`config.mk`:
```
export PLATFORM = sky130hd
export DESIGN_NAME = wds_top
export DESIGN_NICKNAME = d
export VERILOG_FILES = /design/src/common/wds_pkg.sv /design/src/common/wds_db_if.sv /design/src/core/wds_sync.sv /design/src/core/wds_deadband.sv /design/src/core/wds_top.sv
export SDC_FILE = /design/constraint.sdc
export NUM_CORES = 1
export LEC_CHECK = 0
export BUFFER_PORTS_ARGS = -buffer_cell sky130_fd_sc_hd__buf_2
export CAP_MARGIN = 40
export CORE_ASPECT_RATIO = 1.2
export CORE_MARGIN = 2
export CORE_UTILIZATION = 46
export DETAILED_ROUTE_END_ITERATION = 10
export PLACE_DENSITY = 0.87
export SLEW_MARGIN = 0
export SYNTH_ARGS = -nofsm -noshare
export SYNTH_HDL_FRONTEND = slang
export SYNTH_HIERARCHICAL = 1
export SYNTH_SLANG_ARGS = --single-unit
```
`constraint.sdc`:
```
create_clock -name aclk -period 2.82 [get_ports aclk]
set_clock_uncertainty 0.1 [all_clocks]
set_input_delay 0.282 -clock aclk [delete_from_list [all_inputs] [get_ports aclk]]
set_output_delay 0.282 -clock aclk [all_outputs]
set_load 0.01 [all_outputs]
```
`src/common/wds_pkg.sv`:
```
//
// Purpose: shared constants for the dead-band and shutdown control block
// Assumes: 32-bit AXI4-Lite register access, one clock domain
// Notes:   byte addresses, field positions and reset values live here
//
// Functional notes
// - six-bit rising dead-band count in bits 5:0, delays after rising input
// - six-bit falling dead-band count in bits 5:0, delays after falling input
// - count registers bits 7:6 read zero, writes there ignored
// - count fields undefined at power-up, kept across any other reset
// - bit 6 auto-restart enable leaves shutdown by itself; resets to zero
// - second-pair level 11 drives both second-pair outputs high in shutdown
// - second-pair level 10 drives both second-pair outputs low in shutdown
// - first-pair level bits 3:2: 10 drives low, 01 tri-states pins
// - after status clears, hold shutdown levels until next rising input edge
package wds_pkg;

    // ****************************************
    // bus and register map
    // ****************************************
    localparam int WDS_DATA_W = 32;
    localparam int WDS_ADDR_W = 8;
    localparam logic [7:0] WDS_ADDR_RISE = 8'h00;
    localparam logic [7:0] WDS_ADDR_FALL = 8'h04;
    localparam logic [7:0] WDS_ADDR_SDCTL = 8'h08;
    localparam logic [7:0] WDS_ADDR_IRQ_STAT = 8'h0C;
    localparam logic [7:0] WDS_ADDR_IRQ_MASK = 8'h10;
    localparam logic [1:0] WDS_RESP_OKAY = 2'h0;
    localparam logic [1:0] WDS_RESP_SLVERR = 2'h2;
    localparam logic [31:0] WDS_ZERO_WORD = 32'h0000_0000;

    // ****************************************
    // fields
    // ****************************************
    localparam int WDS_CNT_W = 6;
    localparam int WDS_SD_BIT = 7;
    localparam int WDS_REN_BIT = 6;
    localparam int WDS_LB_LO = 4;
    localparam int WDS_LA_LO = 2;
    localparam int WDS_LVL_W = 2;
    localparam logic [1:0] WDS_LVL_HIGH = 2'h3;
    localparam logic [1:0] WDS_LVL_LOW = 2'h2;
    localparam logic [1:0] WDS_LVL_TRI = 2'h1;
    localparam logic [1:0] WDS_LVL_RST = 2'h1;
    localparam logic WDS_REN_RST = 1'h0;
    localparam int WDS_IRQ_W = 2;
    localparam int WDS_IRQ_SHUT = 0;
    localparam int WDS_IRQ_RESUME = 1;
    localparam logic [1:0] WDS_IRQ_RST = 2'h0;

    typedef enum logic [1:0] {
        WDS_RUN,
        WDS_SHUT,
        WDS_HOLD
    } wds_state_t;

endpackage

```
`src/common/wds_db_if.sv`:
```
//
// Purpose: carries one dead-band channel between control and delay unit
// Assumes: same clock on both sides
// Notes:   level is the edge source, delayed is the dead-banded drive
//
`timescale 1ns/1ps
interface wds_db_if;
    logic level;
    logic [wds_pkg::WDS_CNT_W-1:0] count;
    logic delayed;
    modport ctrl (output level, output count, input delayed);
    modport unit (input level, input count, output delayed);
endinterface

```
`src/core/wds_sync.sv`:
```
//
// Purpose: two-flop synchroniser for pin inputs
// Assumes: inputs are asynchronous levels
// Notes:   only the second stage may be read by logic
//
`timescale 1ns/1ps
module wds_sync #(
    parameter int WIDTH = 2
) (
    input wire logic aclk,
    input wire logic aresetn,
    input wire logic [WIDTH-1:0] async_in,
    output logic [WIDTH-1:0] sync_out
);
    logic [WIDTH-1:0] meta_reg;

    always_ff @(posedge aclk) begin
        if (!aresetn) begin
            meta_reg <= '0;
            sync_out <= '0;
        end else begin
            meta_reg <= async_in;
            sync_out <= meta_reg;
        end
    end
endmodule

```
`src/core/wds_deadband.sv`:
```
//
// Purpose: delays the active edge of one drive by a programmed count
// Assumes: count is stable while a delay runs
// Notes:   drive drops at once when the level falls
//
`timescale 1ns/1ps
module wds_deadband (
    input wire logic aclk,
    input wire logic aresetn,
    wds_db_if.unit db
);
    logic level_d_reg;
    logic [wds_pkg::WDS_CNT_W-1:0] cnt_reg;

    always_ff @(posedge aclk) begin
        if (!aresetn) begin
            // track the idle level: an idle-high source gives no false edge
            level_d_reg <= db.level;
            cnt_reg <= '0;
            db.delayed <= 1'h0;
        end else begin
            level_d_reg <= db.level;
            if (db.level && !level_d_reg) begin
                cnt_reg <= db.count;
            end else if (cnt_reg != '0) begin
                cnt_reg <= cnt_reg - 1'b1;
            end
            // edge cycle never drives, so a zero count still gives one cycle
            db.delayed <= db.level && level_d_reg && (cnt_reg == '0);
        end
    end
endmodule

```
`src/core/wds_top.sv`:
```
//
// Purpose: dead-band timing and auto-shutdown control for output pairs
// Assumes: AXI4-Lite master, shutdown request already gated by sources
// Notes:   pins are sampled through two flops before use
//
`timescale 1ns/1ps
module wds_top #(
    parameter int ADDR_W = wds_pkg::WDS_ADDR_W
) (
    input wire logic aclk,
    input wire logic aresetn,
    input wire logic [ADDR_W-1:0] awaddr,
    input wire logic [2:0] awprot,
    input wire logic awvalid,
    output logic awready,
    input wire logic [31:0] wdata,
    input wire logic [3:0] wstrb,
    input wire logic wvalid,
    output logic wready,
    output logic [1:0] bresp,
    output logic bvalid,
    input wire logic bready,
    input wire logic [ADDR_W-1:0] araddr,
    input wire logic [2:0] arprot,
    input wire logic arvalid,
    output logic arready,
    output logic [31:0] rdata,
    output logic [1:0] rresp,
    output logic rvalid,
    input wire logic rready,
    input wire logic wave_in,
    input wire logic shutdown_req,
    output logic [1:0] first_output_pair,
    output logic [1:0] first_output_pair_oe,
    output logic [1:0] second_output_pair,
    output logic [1:0] second_output_pair_oe,
    output logic irq
);

    // ****************************************
    // declarations
    // ****************************************
    logic [ADDR_W-1:0] aw_addr_reg;
    logic aw_held_reg;
    logic [31:0] w_data_reg;
    logic [3:0] w_strb_reg;
    logic w_held_reg;
    logic wr_fire;
    logic wr_lane0;
    logic wr_hit;
    logic [7:0] wr_byte;
    logic rd_fire;
    logic rd_hit;
    logic [31:0] rd_word;

    logic [wds_pkg::WDS_CNT_W-1:0] rise_deadband_value_reg;
    logic [wds_pkg::WDS_CNT_W-1:0] fall_deadband_value_reg;
    logic shutdown_reg;
    logic shutdown_next;
    logic restart_en_reg;
    logic [1:0] second_pair_shutdown_level_reg;
    logic [1:0] first_pair_shutdown_level_reg;
    logic [wds_pkg::WDS_IRQ_W-1:0] irq_stat_reg;
    logic [wds_pkg::WDS_IRQ_W-1:0] irq_mask_reg;
    logic [wds_pkg::WDS_IRQ_W-1:0] irq_event;

    logic [1:0] pin_sync;
    logic wave_s;
    logic req_s;
    logic wave_d_reg;
    logic wave_rise;
    wds_pkg::wds_state_t state_reg;
    wds_pkg::wds_state_t state_next;
    logic override;
    logic [1:0] first_lvl;
    logic [1:0] second_lvl;

    wds_db_if rise_db ();
    wds_db_if fall_db ();

    // ****************************************
    // pin synchronisers and dead-band units
    // ****************************************
    wds_sync #(
        .WIDTH(2)
    ) u_sync (
        .aclk(aclk),
        .aresetn(aresetn),
        .async_in({shutdown_req, wave_in}),
        .sync_out(pin_sync)
    );

    assign wave_s = pin_sync[0];
    assign req_s = pin_sync[1];

    assign rise_db.level = wave_s;
    assign rise_db.count = rise_deadband_value_reg;
    assign fall_db.level = !wave_s;
    assign fall_db.count = fall_deadband_value_reg;

    wds_deadband u_rise (
        .aclk(aclk),
        .aresetn(aresetn),
        .db(rise_db)
    );

    wds_deadband u_fall (
        .aclk(aclk),
        .aresetn(aresetn),
        .db(fall_db)
    );

    // ****************************************
    // write channel
    // ****************************************
    // address and data are taken independently, in either order
    assign awready = !aw_held_reg;
    assign wready = !w_held_reg;
    assign wr_fire = aw_held_reg && w_held_reg && !bvalid;
    assign wr_lane0 = wr_fire && w_strb_reg[0];
    assign wr_byte = w_data_reg[7:0];

    always_ff @(posedge aclk) begin
        if (!aresetn) begin
            aw_held_reg <= 1'h0;
            aw_addr_reg <= '0;
        end else if (awvalid && awready) begin
            aw_held_reg <= 1'h1;
            aw_addr_reg <= awaddr;
        end else if (wr_fire) begin
            aw_held_reg <= 1'h0;
        end
    end

    always_ff @(posedge aclk) begin
        if (!aresetn) begin
            w_held_reg <= 1'h0;
            w_data_reg <= wds_pkg::WDS_ZERO_WORD;
            w_strb_reg <= 4'h0;
        end else if (wvalid && wready) begin
            w_held_reg <= 1'h1;
            w_data_reg <= wdata;
            w_strb_reg <= wstrb;
        end else if (wr_fire) begin
            w_held_reg <= 1'h0;
        end
    end

    always_comb begin
        unique case (aw_addr_reg)
            wds_pkg::WDS_ADDR_RISE,
            wds_pkg::WDS_ADDR_FALL,
            wds_pkg::WDS_ADDR_SDCTL,
            wds_pkg::WDS_ADDR_IRQ_STAT,
            wds_pkg::WDS_ADDR_IRQ_MASK: wr_hit = 1'h1;
            default: wr_hit = 1'h0;
        endcase
    end

    always_ff @(posedge aclk) begin
        if (!aresetn) begin
            bvalid <= 1'h0;
            bresp <= wds_pkg::WDS_RESP_OKAY;
        end else if (wr_fire) begin
            bvalid <= 1'h1;
            bresp <= wr_hit ? wds_pkg::WDS_RESP_OKAY
                            : wds_pkg::WDS_RESP_SLVERR;
        end else if (bready) begin
            bvalid <= 1'h0;
        end
    end

    // ****************************************
    // dead-band count registers
    // ****************************************
    // no reset on purpose: contents survive a bus reset and start unknown
    always_ff @(posedge aclk) begin
        if (wr_lane0 && aw_addr_reg == wds_pkg::WDS_ADDR_RISE) begin
            rise_deadband_value_reg <= wr_byte[wds_pkg::WDS_CNT_W-1:0];
        end
    end

    always_ff @(posedge aclk) begin
        if (wr_lane0 && aw_addr_reg == wds_pkg::WDS_ADDR_FALL) begin
            fall_deadband_value_reg <= wr_byte[wds_pkg::WDS_CNT_W-1:0];
        end
    end

    // ****************************************
    // shutdown control register
    // ****************************************
    always_ff @(posedge aclk) begin
        if (!aresetn) begin
            restart_en_reg <= wds_pkg::WDS_REN_RST;
            second_pair_shutdown_level_reg <= wds_pkg::WDS_LVL_RST;
            first_pair_shutdown_level_reg <= wds_pkg::WDS_LVL_RST;
        end else if (wr_lane0 && aw_addr_reg == wds_pkg::WDS_ADDR_SDCTL) begin
            restart_en_reg <= wr_byte[wds_pkg::WDS_REN_BIT];
            second_pair_shutdown_level_reg <=
                wr_byte[wds_pkg::WDS_LB_LO +: wds_pkg::WDS_LVL_W];
            first_pair_shutdown_level_reg <=
                wr_byte[wds_pkg::WDS_LA_LO +: wds_pkg::WDS_LVL_W];
        end
    end

    // a live request always wins over a software clear or auto-restart
    always_comb begin
        shutdown_next = shutdown_reg;
        if (wr_lane0 && aw_addr_reg == wds_pkg::WDS_ADDR_SDCTL) begin
            shutdown_next = wr_byte[wds_pkg::WDS_SD_BIT];
        end
        if (restart_en_reg && !req_s) begin
            shutdown_next = 1'h0;
        end
        if (req_s) begin
            shutdown_next = 1'h1;
        end
    end

    always_ff @(posedge aclk) begin
        if (!aresetn) begin
            shutdown_reg <= 1'h0;
        end else begin
            shutdown_reg <= shutdown_next;
        end
    end

    // ****************************************
    // shutdown sequencing
    // ****************************************
    assign wave_rise = wave_s && !wave_d_reg;

    always_ff @(posedge aclk) begin
        if (!aresetn) begin
            wave_d_reg <= 1'h0;
        end else begin
            wave_d_reg <= wave_s;
        end
    end

    always_comb begin
        state_next = state_reg;
        unique case (state_reg)
            wds_pkg::WDS_RUN: begin
                if (shutdown_reg) begin
                    state_next = wds_pkg::WDS_SHUT;
                end
            end
            wds_pkg::WDS_SHUT: begin
                if (!shutdown_reg) begin
                    state_next = wds_pkg::WDS_HOLD;
                end
            end
            wds_pkg::WDS_HOLD: begin
                if (shutdown_reg) begin
                    state_next = wds_pkg::WDS_SHUT;
                end else if (wave_rise) begin
                    state_next = wds_pkg::WDS_RUN;
                end
            end
            default: state_next = wds_pkg::WDS_RUN;
        endcase
    end

    always_ff @(posedge aclk) begin
        if (!aresetn) begin
            state_reg <= wds_pkg::WDS_RUN;
        end else begin
            state_reg <= state_next;
        end
    end

    // levels stay forced through the wait for the next rising input
    assign override = state_reg != wds_pkg::WDS_RUN;
    assign first_lvl = first_pair_shutdown_level_reg;
    assign second_lvl = second_pair_shutdown_level_reg;

    // ****************************************
    // output pins
    // ****************************************
    always_ff @(posedge aclk) begin
        if (!aresetn) begin
            first_output_pair <= 2'h0;
            first_output_pair_oe <= 2'h3;
        end else if (!override) begin
            first_output_pair <= {2{rise_db.delayed}};
            first_output_pair_oe <= 2'h3;
        end else begin
            // 00 falls back to the inactive level, polarity is handled outside
            first_output_pair <= {2{first_lvl == wds_pkg::WDS_LVL_HIGH}};
            first_output_pair_oe <=
                {2{first_lvl != wds_pkg::WDS_LVL_TRI}};
        end
    end

    always_ff @(posedge aclk) begin
        if (!aresetn) begin
            second_output_pair <= 2'h0;
            second_output_pair_oe <= 2'h3;
        end else if (!override) begin
            second_output_pair <= {2{fall_db.delayed}};
            second_output_pair_oe <= 2'h3;
        end else begin
            // high for 11, low for 10 and 00, released (enable off) for 01
            second_output_pair <=
                {2{second_lvl == wds_pkg::WDS_LVL_HIGH}};
            second_output_pair_oe <= {2{second_lvl != wds_pkg::WDS_LVL_TRI}};
        end
    end

    // ****************************************
    // interrupt status and mask
    // ****************************************
    assign irq_event[wds_pkg::WDS_IRQ_SHUT] =
        state_reg != wds_pkg::WDS_SHUT && state_next == wds_pkg::WDS_SHUT;
    assign irq_event[wds_pkg::WDS_IRQ_RESUME] =
        state_reg != wds_pkg::WDS_RUN && state_next == wds_pkg::WDS_RUN;

    // write-one-to-clear, a new event in the same cycle stays set
    always_ff @(posedge aclk) begin
        if (!aresetn) begin
            irq_stat_reg <= wds_pkg::WDS_IRQ_RST;
        end else if (wr_lane0 &&
                     aw_addr_reg == wds_pkg::WDS_ADDR_IRQ_STAT) begin
            irq_stat_reg <= (irq_stat_reg &
                             ~wr_byte[wds_pkg::WDS_IRQ_W-1:0]) | irq_event;
        end else begin
            irq_stat_reg <= irq_stat_reg | irq_event;
        end
    end

    always_ff @(posedge aclk) begin
        if (!aresetn) begin
            irq_mask_reg <= wds_pkg::WDS_IRQ_RST;
        end else if (wr_lane0 &&
                     aw_addr_reg == wds_pkg::WDS_ADDR_IRQ_MASK) begin
            irq_mask_reg <= wr_byte[wds_pkg::WDS_IRQ_W-1:0];
        end
    end

    always_ff @(posedge aclk) begin
        if (!aresetn) begin
            irq <= 1'h0;
        end else begin
            irq <= |(irq_stat_reg & irq_mask_reg);
        end
    end

    // ****************************************
    // read channel
    // ****************************************
    assign arready = !rvalid;
    assign rd_fire = arvalid && arready;

    always_comb begin
        rd_word = wds_pkg::WDS_ZERO_WORD;
        rd_hit = 1'h1;
        unique case (araddr)
            wds_pkg::WDS_ADDR_RISE: begin
                rd_word[wds_pkg::WDS_CNT_W-1:0] = rise_deadband_value_reg;
            end
            wds_pkg::WDS_ADDR_FALL: begin
                rd_word[wds_pkg::WDS_CNT_W-1:0] = fall_deadband_value_reg;
            end
            wds_pkg::WDS_ADDR_SDCTL: begin
                rd_word[wds_pkg::WDS_SD_BIT] = shutdown_reg;
                rd_word[wds_pkg::WDS_REN_BIT] = restart_en_reg;
                rd_word[wds_pkg::WDS_LB_LO +: wds_pkg::WDS_LVL_W] =
                    second_pair_shutdown_level_reg;
                rd_word[wds_pkg::WDS_LA_LO +: wds_pkg::WDS_LVL_W] =
                    first_pair_shutdown_level_reg;
            end
            wds_pkg::WDS_ADDR_IRQ_STAT: begin
                rd_word[wds_pkg::WDS_IRQ_W-1:0] = irq_stat_reg;
            end
            wds_pkg::WDS_ADDR_IRQ_MASK: begin
                rd_word[wds_pkg::WDS_IRQ_W-1:0] = irq_mask_reg;
            end
            default: begin
                rd_hit = 1'h0;
            end
        endcase
    end

    always_ff @(posedge aclk) begin
        if (!aresetn) begin
            rvalid <= 1'h0;
            rdata <= wds_pkg::WDS_ZERO_WORD;
            rresp <= wds_pkg::WDS_RESP_OKAY;
        end else if (rd_fire) begin
            rvalid <= 1'h1;
            rdata <= rd_word;
            rresp <= rd_hit ? wds_pkg::WDS_RESP_OKAY
                            : wds_pkg::WDS_RESP_SLVERR;
        end else if (rready) begin
            rvalid <= 1'h0;
        end
    end

endmodule

```
==> flow_metrics.env, run 1 <==
export IMPL_grt_first_pass_wirelength_mm=11.3
export IMPL_portBuffers=57
export IMPL_instances_no_fill=524
export IMPL_die_area_um2=8700
export IMPL_via_per_inst=5.01
export IMPL_end_kind="flip-flop"
export IMPL_slew_headroom=0.422
export IMPL_yosys_warnings=6
export IMPL_worstPathArrival_ns=2.29
export IMPL_hp_class="in2reg"
export IMPL_final_common_cell="dfxtp_1"
export IMPL_postCtsSetupBuffers=0
export IMPL_clock_latency_ns=0.34
export IMPL_overflow=0
export IMPL_n_antenna_cell=0
export IMPL_fin_crit_sh=0.826
export IMPL_cts_sinks=81
export IMPL_yosysSeqAreaShare=0.475
export IMPL_holdBufCountCts=0
export IMPL_areaGrowthSynthToFinish_pct=11.7
export IMPL_dp_cells=508
export IMPL_die_y_um=102
export IMPL_setup_viol=0
export IMPL_avgRoutedWirePerCell_um=13.3
export IMPL_antenna_found_initial=0
export IMPL_grt_max_degree=46
export IMPL_numCtsBuffers=9
export IMPL_rsz0062_at_grt="false"
export IMPL_place_congestion=0.823
export IMPL_vias=2626
export IMPL_drive_above_1_share=0.194
export IMPL_ys_async_sr_fraction=0
export IMPL_core_um2=7710
export IMPL_synth_seq_cells=81
export IMPL_num_rows=35
export IMPL_postLayoutCoreUtil=0.531
export IMPL_clockBufferDepth=2
export IMPL_crit_path_max_fanout=6
export IMPL_slowest_stage="or4_4"
export IMPL_first_pass_iters=4
export IMPL_synth_avg_cell_area_um2=9.74
export IMPL_die_w_um=85.5
export IMPL_num_io_pins=117
export IMPL_whs_ns=0.0443
export IMPL_htreeDepth=3
export IMPL_post_cts_resize_count=0
export IMPL_seq_area_um2=1740
export IMPL_power_mw=2.94
export IMPL_synth_cell_area_um2=3660
export IMPL_finalWirelength_mm=6.94
export IMPL_ir_drop_v=0.000351
export IMPL_crit_path_max_incr_delay_ns=0.58
export IMPL_cap_violations=0
export IMPL_drv_slew=0
export IMPL_postRouteAntennaNets=0
export IMPL_start_util=0.475
export IMPL_drt_iter0_drc=150
export IMPL_cts_reportedPaths_clkPinSlew_ns=0.08
export IMPL_critPathKind="reg2reg"
export IMPL_worst_endpoint_required_ns=2.78
export IMPL_crit_chain="or4_4 > or4b_4 > nor4b_1 > buf_4"
export IMPL_powerDensity_nw_per_um2=718
export IMPL_synthCells=376
export IMPL_final_min_clock_period_ns=2.33
export IMPL_synth_edff_count=12
export IMPL_hold_viol_final=0
export IMPL_grt_pass1_vias=2442
export IMPL_grtUsageTotal=0.168
export IMPL_p_leak_nw=1.69
export IMPL_tightest_slew_ns=0.865
export IMPL_fillerInstances=690
export IMPL_cts_root_buf="clkbuf_8"
export IMPL_cts_tree="yes"
export IMPL_fin_setup_tns_ns=0
export IMPL_ys_types=47
export IMPL_synthFlopType="dfxtp_1"
export IMPL_start_kind="flip-flop"
export IMPL_layout_common_cells="69 x dfxtp_1, 57 x buf_2, 47 x nand2_1"
export IMPL_route_detailed_drc=0
export IMPL_fmax_ghz=0.429
export IMPL_multiInputGateArea_um2=1690
export IMPL_dpl_hpwl_mm=5.14
export IMPL_status="completed"
export IMPL_num_nets_final=498
## metal layers
| metal | vias up | track usage | wire length (µm) |
|---|---|---|---|
| li1 | 1335 | - | - |
| met1 | 1204 | 0.193 | 2980 |
| met2 | 76 | 0.293 | 3510 |
| met3 | 11 | 0.0424 | 320 |
| met4 | 0 | 0.0769 | 137 |
| met5 | - | 0 | 0 |
## cells in the mapped netlist, types with 6 or more instances
cell / count / area, µm²
nor3_1: 8 / 40.0
nand2b_1: 8 / 50.1
nor2b_1: 21 / 131
mux2i_1: 24 / 240
a21boi_0: 18 / 135
o21ai_0: 14 / 70.1
o21ai_1: 6 / 30.0
dfxtp_1: 69 / 1380
edfxtp_1: 12 / 360
clkbuf_1: 10 / 37.5
inv_1: 9 / 33.8
nand3_1: 20 / 100
nor2_1: 10 / 37.5
nand2_1: 47 / 176
xor2_1: 6 / 52.6
buf_4: 30 / 225
and2_1: 7 / 43.8
## power breakdown
part	leakage (nW)	total [mW]	internal, mW	switching (mW)
combinational	0.901	0.670	0.330	0.340
sequential	0.680	1.38	1.28	0.102
clock	0.106	0.889	0.494	0.395
## cells by family (layout without fill, tap and decap cells)
family,count (synthesis),in the layout,synth area share
and+or+nand+nor,148,148,0.227
AOI/OAI and AO/OA,54,54,0.0994
buffers and inverters,54,85,0.0902
muxes,24,24,0.0656
adders and majority gates,4,4,0.0137
other,1,26,0.00102
DFF,81,81,0.475
xor gates and xnor gates,10,10,0.0280
## worst max-delay path: cells and delay by family (launching register included)
family        cells  cell delay, ns
simple gates      3            1.42
buf+inv           1            0.21
flops             1            0.32
## metrics by stage
stage | setup WS [ns] | instance area (µm²)
after global placement | 0.539 | 3880
after CTS | 0.484 | 4090
after global routing | 0.393 | 4090
after detailed placement | 0.510 | 3880
final | 0.491 | 4090
after floorplan | 0.154 | 3760
## worst paths after layout
kind                                               startpoint                       endpoint  slack (ns)  depth (start not counted)
worst max-delay path              aw_addr_reg[6]$_SDFFE_PN0P_     fall_db.count[1]$_DFFE_PP_        0.49                          4
worst min-delay path                                  wave_in  u_sync/meta_reg[0]$_SDFF_PN0_        0.04                          2
worst max register to register    aw_addr_reg[6]$_SDFFE_PN0P_     fall_db.count[1]$_DFFE_PP_        0.49                          4
worst min register to register  u_sync/meta_reg[1]$_SDFF_PN0_  u_sync/sync_out[1]$_SDFF_PN0_        0.34                          1
## layout make-up
cell class                      instances  share of cell area
Sequential cell                        81               0.425
Clock buffer                           10              0.0312
Timing Repair Buffer                   60              0.0752
Clock inverter                          6              0.0202
Tap cell                               92              0.0281
Inverter                                9             0.00825
Multi-Input combinational cell        266               0.412
Note: power is estimated with default switching activity, not from simulation.
==> run 2: changes to the inputs <==
==> constraint.sdc (replaced) <==
create_clock -name aclk -period 2.1 [get_ports aclk]
set_clock_uncertainty 0.1 [all_clocks]
set_input_delay 0.21 -clock aclk [delete_from_list [all_inputs] [get_ports aclk]]
set_output_delay 0.21 -clock aclk [all_outputs]
set_load 0.01 [all_outputs]
==> run 2 against run 1 <==
  * The run now ends with setup timing left
  * Via count rose by 4.5%
  * Flip-flop and latch count stayed put
  * Clock power is 18% higher
  * Wire length increased by 5.3%
  * Non-clock buffer count increased by 8
  * Register-to-register slack got worse by 0.59 ns
  * Design area up 2.0%
  * Die area unchanged
  * First-iteration DRC count increased by 4.7%
  * Largest power group unchanged
==> flow_metrics.env, run 2 (synthesis gave the netlist of run 1 again) <==
export IMPL_die_w_um=85.5
export IMPL_htreeDepth=3
export IMPL_grtUsageTotal=0.177
export IMPL_drive_above_1_share=0.209
export IMPL_numCtsBuffers=9
export IMPL_crit_path_max_fanout=6
export IMPL_via_per_inst=5.16
export IMPL_violations="setup timing"
export IMPL_start_kind="flip-flop"
export IMPL_start_util=0.475
export IMPL_setup_viol=13
export IMPL_dp_cells=512
export IMPL_cts_root_buf="clkbuf_8"
export IMPL_drt_iter0_drc=157
export IMPL_num_nets_final=506
export IMPL_instances_no_fill=532
export IMPL_drv_slew=0
export IMPL_grt_first_pass_wirelength_mm=12.1
export IMPL_status="finished, violations left"
export IMPL_clockBufferDepth=2
export IMPL_fmax_ghz=0.455
export IMPL_setup_slack_ns=-0.0994
export IMPL_avgRoutedWirePerCell_um=13.7
export IMPL_n_antenna_cell=0
export IMPL_first_pass_iters=4
export IMPL_portBuffers=57
export IMPL_end_kind="flip-flop"
export IMPL_vias=2745
export IMPL_cts_sinks=81
export IMPL_critPathKind="reg2reg"
export IMPL_hp_class="in2reg"
export IMPL_worstPathArrival_ns=2.16
export IMPL_ir_drop_v=0.000619
export IMPL_worst_endpoint_required_ns=2.06
export IMPL_final_common_cell="dfxtp_1"
export IMPL_p_leak_nw=1.72
export IMPL_gr_usage_met2=0.318
export IMPL_grt_pass1_vias=2666
export IMPL_core_um2=7710
export IMPL_die_y_um=102
export IMPL_dpl_hpwl_mm=5.36
export IMPL_antenna_found_initial=0
export IMPL_finalWirelength_mm=7.31
export IMPL_cap_violations=0
export IMPL_slew_headroom=0.580
export IMPL_postRouteAntennaNets=0
export IMPL_use_met3=0.0481
export IMPL_use_met1=0.199
export IMPL_busiest_layer="met2"
export IMPL_clock_latency_ns=0.35
export IMPL_hold_viol_final=0
export IMPL_die_area_um2=8700
export IMPL_grt_max_degree=41
export IMPL_whs_ns=0.00847
export IMPL_num_rows=35
export IMPL_power_mw=3.85
export IMPL_overflow=0
export IMPL_num_io_pins=117
export IMPL_final_min_clock_period_ns=2.20
export IMPL_cts_tree="yes"
export IMPL_areaGrowthSynthToFinish_pct=14.0
export IMPL_route_detailed_drc=0
export IMPL_cts_reportedPaths_clkPinSlew_ns=0.07
export IMPL_rsz0062_at_grt="true"
export IMPL_place_ws_ns=-0.131
export IMPL_powerDensity_nw_per_um2=922
export IMPL_tightest_slew_ns=0.622
export IMPL_fin_crit_sh=1.05
export IMPL_place_congestion=0.797
export IMPL_layout_common_cells="68 x dfxtp_1, 57 x buf_2, 47 x nand2_1"
run 2: cell count changes in the layout (fill, tap and decap cells not counted), moves of 2 or more:
cell	change
dlygate4sd3_1	+3
buf_4	+4
nor4_1	-2
bufinv_16	-2
run 2: critical path, stage by stage, from the launching register on:
cell	delay (ns)
dfxtp_2	0.33
or4_4	0.54
or4b_4	0.56
nor4_4	0.22
buf_4	0.18
run 2: cell type report:
class | instances | area (µm²)
Fill cell | 672 | 3530
Sequential cell | 81 | 1740
Multi-Input combinational cell | 266 | 1720
Timing Repair Buffer | 68 | 379
Clock buffer | 13 | 170
Tap cell | 92 | 115
Inverter | 9 | 33.8
Clock inverter | 3 | 15.0
run 2: final timing paths:
| path | from | end | slack [ns] | cells past startpoint |
|---|---|---|---|---|
| max | aw_addr_reg[6]$_SDFFE_PN0P_ | rise_db.count[1]$_DFFE_PP_ | -0.1 | 4 |
| min | wvalid | w_held_reg$_SDFFE_PN0P_ | 0.008 | 3 |
| max reg2reg | aw_addr_reg[6]$_SDFFE_PN0P_ | rise_db.count[1]$_DFFE_PP_ | -0.1 | 4 |
| min reg2reg | u_sync/meta_reg[0]$_SDFF_PN0_ | u_sync/sync_out[0]$_SDFF_PN0_ | 0.34 | 1 |
run 2: per-stage QoR:
step	area, µm²	util	TNS, ns
after CTS	4170	0.541	-1.12
after global placement	3940	0.512	-1.19
after global routing	4180	0.542	-1.87
after detailed placement	3940	0.512	-1.68
final	4180	0.542	-1.11
after floorplan	3790	-	-1.86
run 2: repair_timing:
action | 4_1_cts | 5_1_grt
gates resized for setup | 1 | 2
setup endpoints to repair | 14 | 15
setup buffers | 1 | 0
gates cloned | 0 | 0
pin swaps | 2 | 0
endpoints found under the hold margin | 3 | 0
hold buffers | 3 | 0
run 2: power breakdown:
part,switching (mW),internal [mW]
logic,0.485,0.458
registers,0.137,1.72
clock network,0.523,0.529
run 2: routing by layer:
layer / up-vias / routed length (µm)
li1: 1355 / -
met1: 1305 / 2970
met2: 71 / 3840
met3: 14 / 299
met4: 0 / 199
met5: - / 0
==> run 3: changes to the inputs <==
--- a/config.mk
+++ b/config.mk
@@ -9,9 +9,9 @@
 export CAP_MARGIN = 40
 export CORE_ASPECT_RATIO = 1.2
 export CORE_MARGIN = 2
-export CORE_UTILIZATION = 46
+export CORE_UTILIZATION = 50
 export DETAILED_ROUTE_END_ITERATION = 10
-export PLACE_DENSITY = 0.87
+export PLACE_DENSITY = 0.9
 export SLEW_MARGIN = 0
 export SYNTH_ARGS = -nofsm -noshare
 export SYNTH_HDL_FRONTEND = slang
==> constraint.sdc (replaced) <==
create_clock -name aclk -period 2.75 [get_ports aclk]
set_clock_uncertainty 0.1 [all_clocks]
set_input_delay 0.55 -clock aclk [delete_from_list [all_inputs] [get_ports aclk]]
set_output_delay 0.55 -clock aclk [all_outputs]
set_load 0.01 [all_outputs]
==> run 3 against run 2 <==
  * The run now ends clean
  * Utilization up 2.6 points
  * Flip-flop and latch count stayed put
  * Critical endpoint is now fall_db.count[0]$_DFFE_PP_
  * First-iteration DRC count fell by 5.1%
  * Design area decreased by 2.2%
  * Clock power is 26% lower
==> flow_metrics.env, run 3 (synthesis gave the netlist of run 1 again) <==
export IMPL_status="completed"
export IMPL_cts_sinks=81
export IMPL_wl_met2_mm=3.38
export IMPL_avgRoutedWirePerCell_um=13.3
export IMPL_numCtsBuffers=9
export IMPL_start_kind="flip-flop"
export IMPL_setup_viol=0
export IMPL_htreeDepth=3
export IMPL_crit_chain="or4_4 > or4b_4 > nor4b_1 > buf_4"
export IMPL_cts_root_buf="clkbuf_8"
export IMPL_p_leak_nw=1.69
export IMPL_route_detailed_drc=0
export IMPL_powerDensity_nw_per_um2=710
export IMPL_clock_latency_ns=0.35
export IMPL_grtUsageTotal=0.189
export IMPL_layout_common_cells="69 x dfxtp_1, 57 x buf_2, 47 x nand2_1"
export IMPL_cts_tree="yes"
export IMPL_final_common_cell="dfxtp_1"
export IMPL_reg2reg_from="aw_addr_reg[6]$_SDFFE_PN0P_"
export IMPL_worst_endpoint_required_ns=2.71
export IMPL_clockBufferDepth=2
export IMPL_post_cts_resize_count=0
export IMPL_die_y_um=97.8
export IMPL_rsz0062_at_grt="false"
export IMPL_multiInputGateArea_um2=1690
export IMPL_dpl_hpwl_mm=5.20
export IMPL_drive_above_1_share=0.200
export IMPL_critPathKind="reg2reg"
export IMPL_cts_reportedPaths_clkPinSlew_ns=0.08
export IMPL_num_nets_final=501
export IMPL_postCtsSetupBuffers=0
export IMPL_crit_path_max_incr_delay_ns=0.57
export IMPL_start_util=0.510
export IMPL_hp_class="in2reg"
export IMPL_hold_path_startpoint="wave_in"
export IMPL_overflow=0
export IMPL_place_congestion=0.904
export IMPL_slew_headroom=0.598
export IMPL_met1_length_mm=3.02
export IMPL_hold_path_depth=2
export IMPL_areaGrowthSynthToFinish_pct=11.5
export IMPL_regToRegSetupSlack_ns=0.43
export IMPL_drv_slew=0
export IMPL_dp_cells=509
export IMPL_die_area_um2=8030
export IMPL_tightest_slew_ns=0.598
export IMPL_slowest_stage="or4_4"
export IMPL_finalWirelength_mm=6.97
export IMPL_fin_crit_sh=0.842
export IMPL_fmax_ghz=0.432
export IMPL_whs_endpoint="u_sync/meta_reg[0]$_SDFF_PN0_"
export IMPL_holdBufCountCts=0
export IMPL_reg2reg_to="fall_db.count[0]$_DFFE_PP_"
export IMPL_vias=2662
export IMPL_grt_max_degree=40
export IMPL_postRouteAntennaNets=0
export IMPL_highest_signal_layer="met4"
export IMPL_final_min_clock_period_ns=2.32
export IMPL_worstPathArrival_ns=2.28
export IMPL_grt_first_pass_wirelength_mm=11.7
export IMPL_num_rows=34
export IMPL_end_kind="flip-flop"
export IMPL_num_io_pins=117
export IMPL_portBuffers=57
export IMPL_drt_iter0_drc=149
export IMPL_rr_worst_depth=4
export IMPL_cp_depth=4
export IMPL_first_pass_iters=4
export IMPL_seq_area_um2=1740
export IMPL_grt_pass1_vias=2565
export IMPL_wl_met3_um=339
export IMPL_crit_path_max_fanout=6
export IMPL_antenna_found_initial=0
export IMPL_fillerInstances=614
export IMPL_die_w_um=82.1
export IMPL_fin_setup_tns_ns=0
export IMPL_cap_violations=0
export IMPL_instances_no_fill=525
export IMPL_core_um2=7190
export IMPL_ir_drop_v=0.000364
export IMPL_hold_viol_final=0
export IMPL_via_per_inst=5.07
export IMPL_cp_num_buf_inv=1
export IMPL_path_delay_family="simple AND/OR/NAND/NOR gates"
export IMPL_n_antenna_cell=0
==> run 3: area by class of cell <==
cell class,count,share of cell area
multi-input cells,266,0.413
flip-flops and latches,81,0.426
inverters,9,0.00827
clock buffers,11,0.0346
clock inverters,5,0.00950
repair buffers,63,0.0809
well taps,90,0.0276
==> run 3: report_power, final <==
part	internal [mW]	switching, mW	leakage (nW)
sequential	1.31	0.106	0.680
combinational	0.341	0.358	0.916
clock	0.357	0.425	0.0899
==> run 3: per-layer routing <==
layer / vias to the layer above / global-route usage
met5: - / 0
met3: 17 / 0.0351
met4: 0 / 0.112
met1: 1221 / 0.241
met2: 75 / 0.295
li1: 1349 / -
==> run 3: how the worst max path moves through the flow <==
stage | startpoint | end | slack, ns
6_report | aw_addr_reg[6]$_SDFFE_PN0P_ | fall_db.count[0]$_DFFE_PP_ | 0.43
3_5_place_dp | aw_addr_reg[6]$_SDFFE_PN0P_ | fall_db.count[4]$_DFFE_PP_ | 0.46
5_1_grt | aw_addr_reg[6]$_SDFFE_PN0P_ | fall_db.count[0]$_DFFE_PP_ | 0.39
2_1_floorplan | aw_addr_reg[6]$_SDFFE_PN0P_ | fall_db.count[0]$_DFFE_PP_ | 0.08
3_3_place_gp | aw_addr_reg[6]$_SDFFE_PN0P_ | fall_db.count[2]$_DFFE_PP_ | 0.47
4_1_cts | aw_addr_reg[6]$_SDFFE_PN0P_ | fall_db.count[0]$_DFFE_PP_ | 0.44
==> run 3: metrics by stage <==
step	utilization	cell area (µm²)	hold WS, ns	total power, mW	setup slack (ns)
after floorplan	-	3760	0.294	2.06	0.0844
after global placement	0.543	3900	0.309	2.10	0.468
after detailed placement	0.543	3900	0.314	2.14	0.463
after CTS	0.568	4080	0.290	2.92	0.438
after global routing	0.568	4080	0.297	3.10	0.387
final	0.568	4080	0.301	2.90	0.435
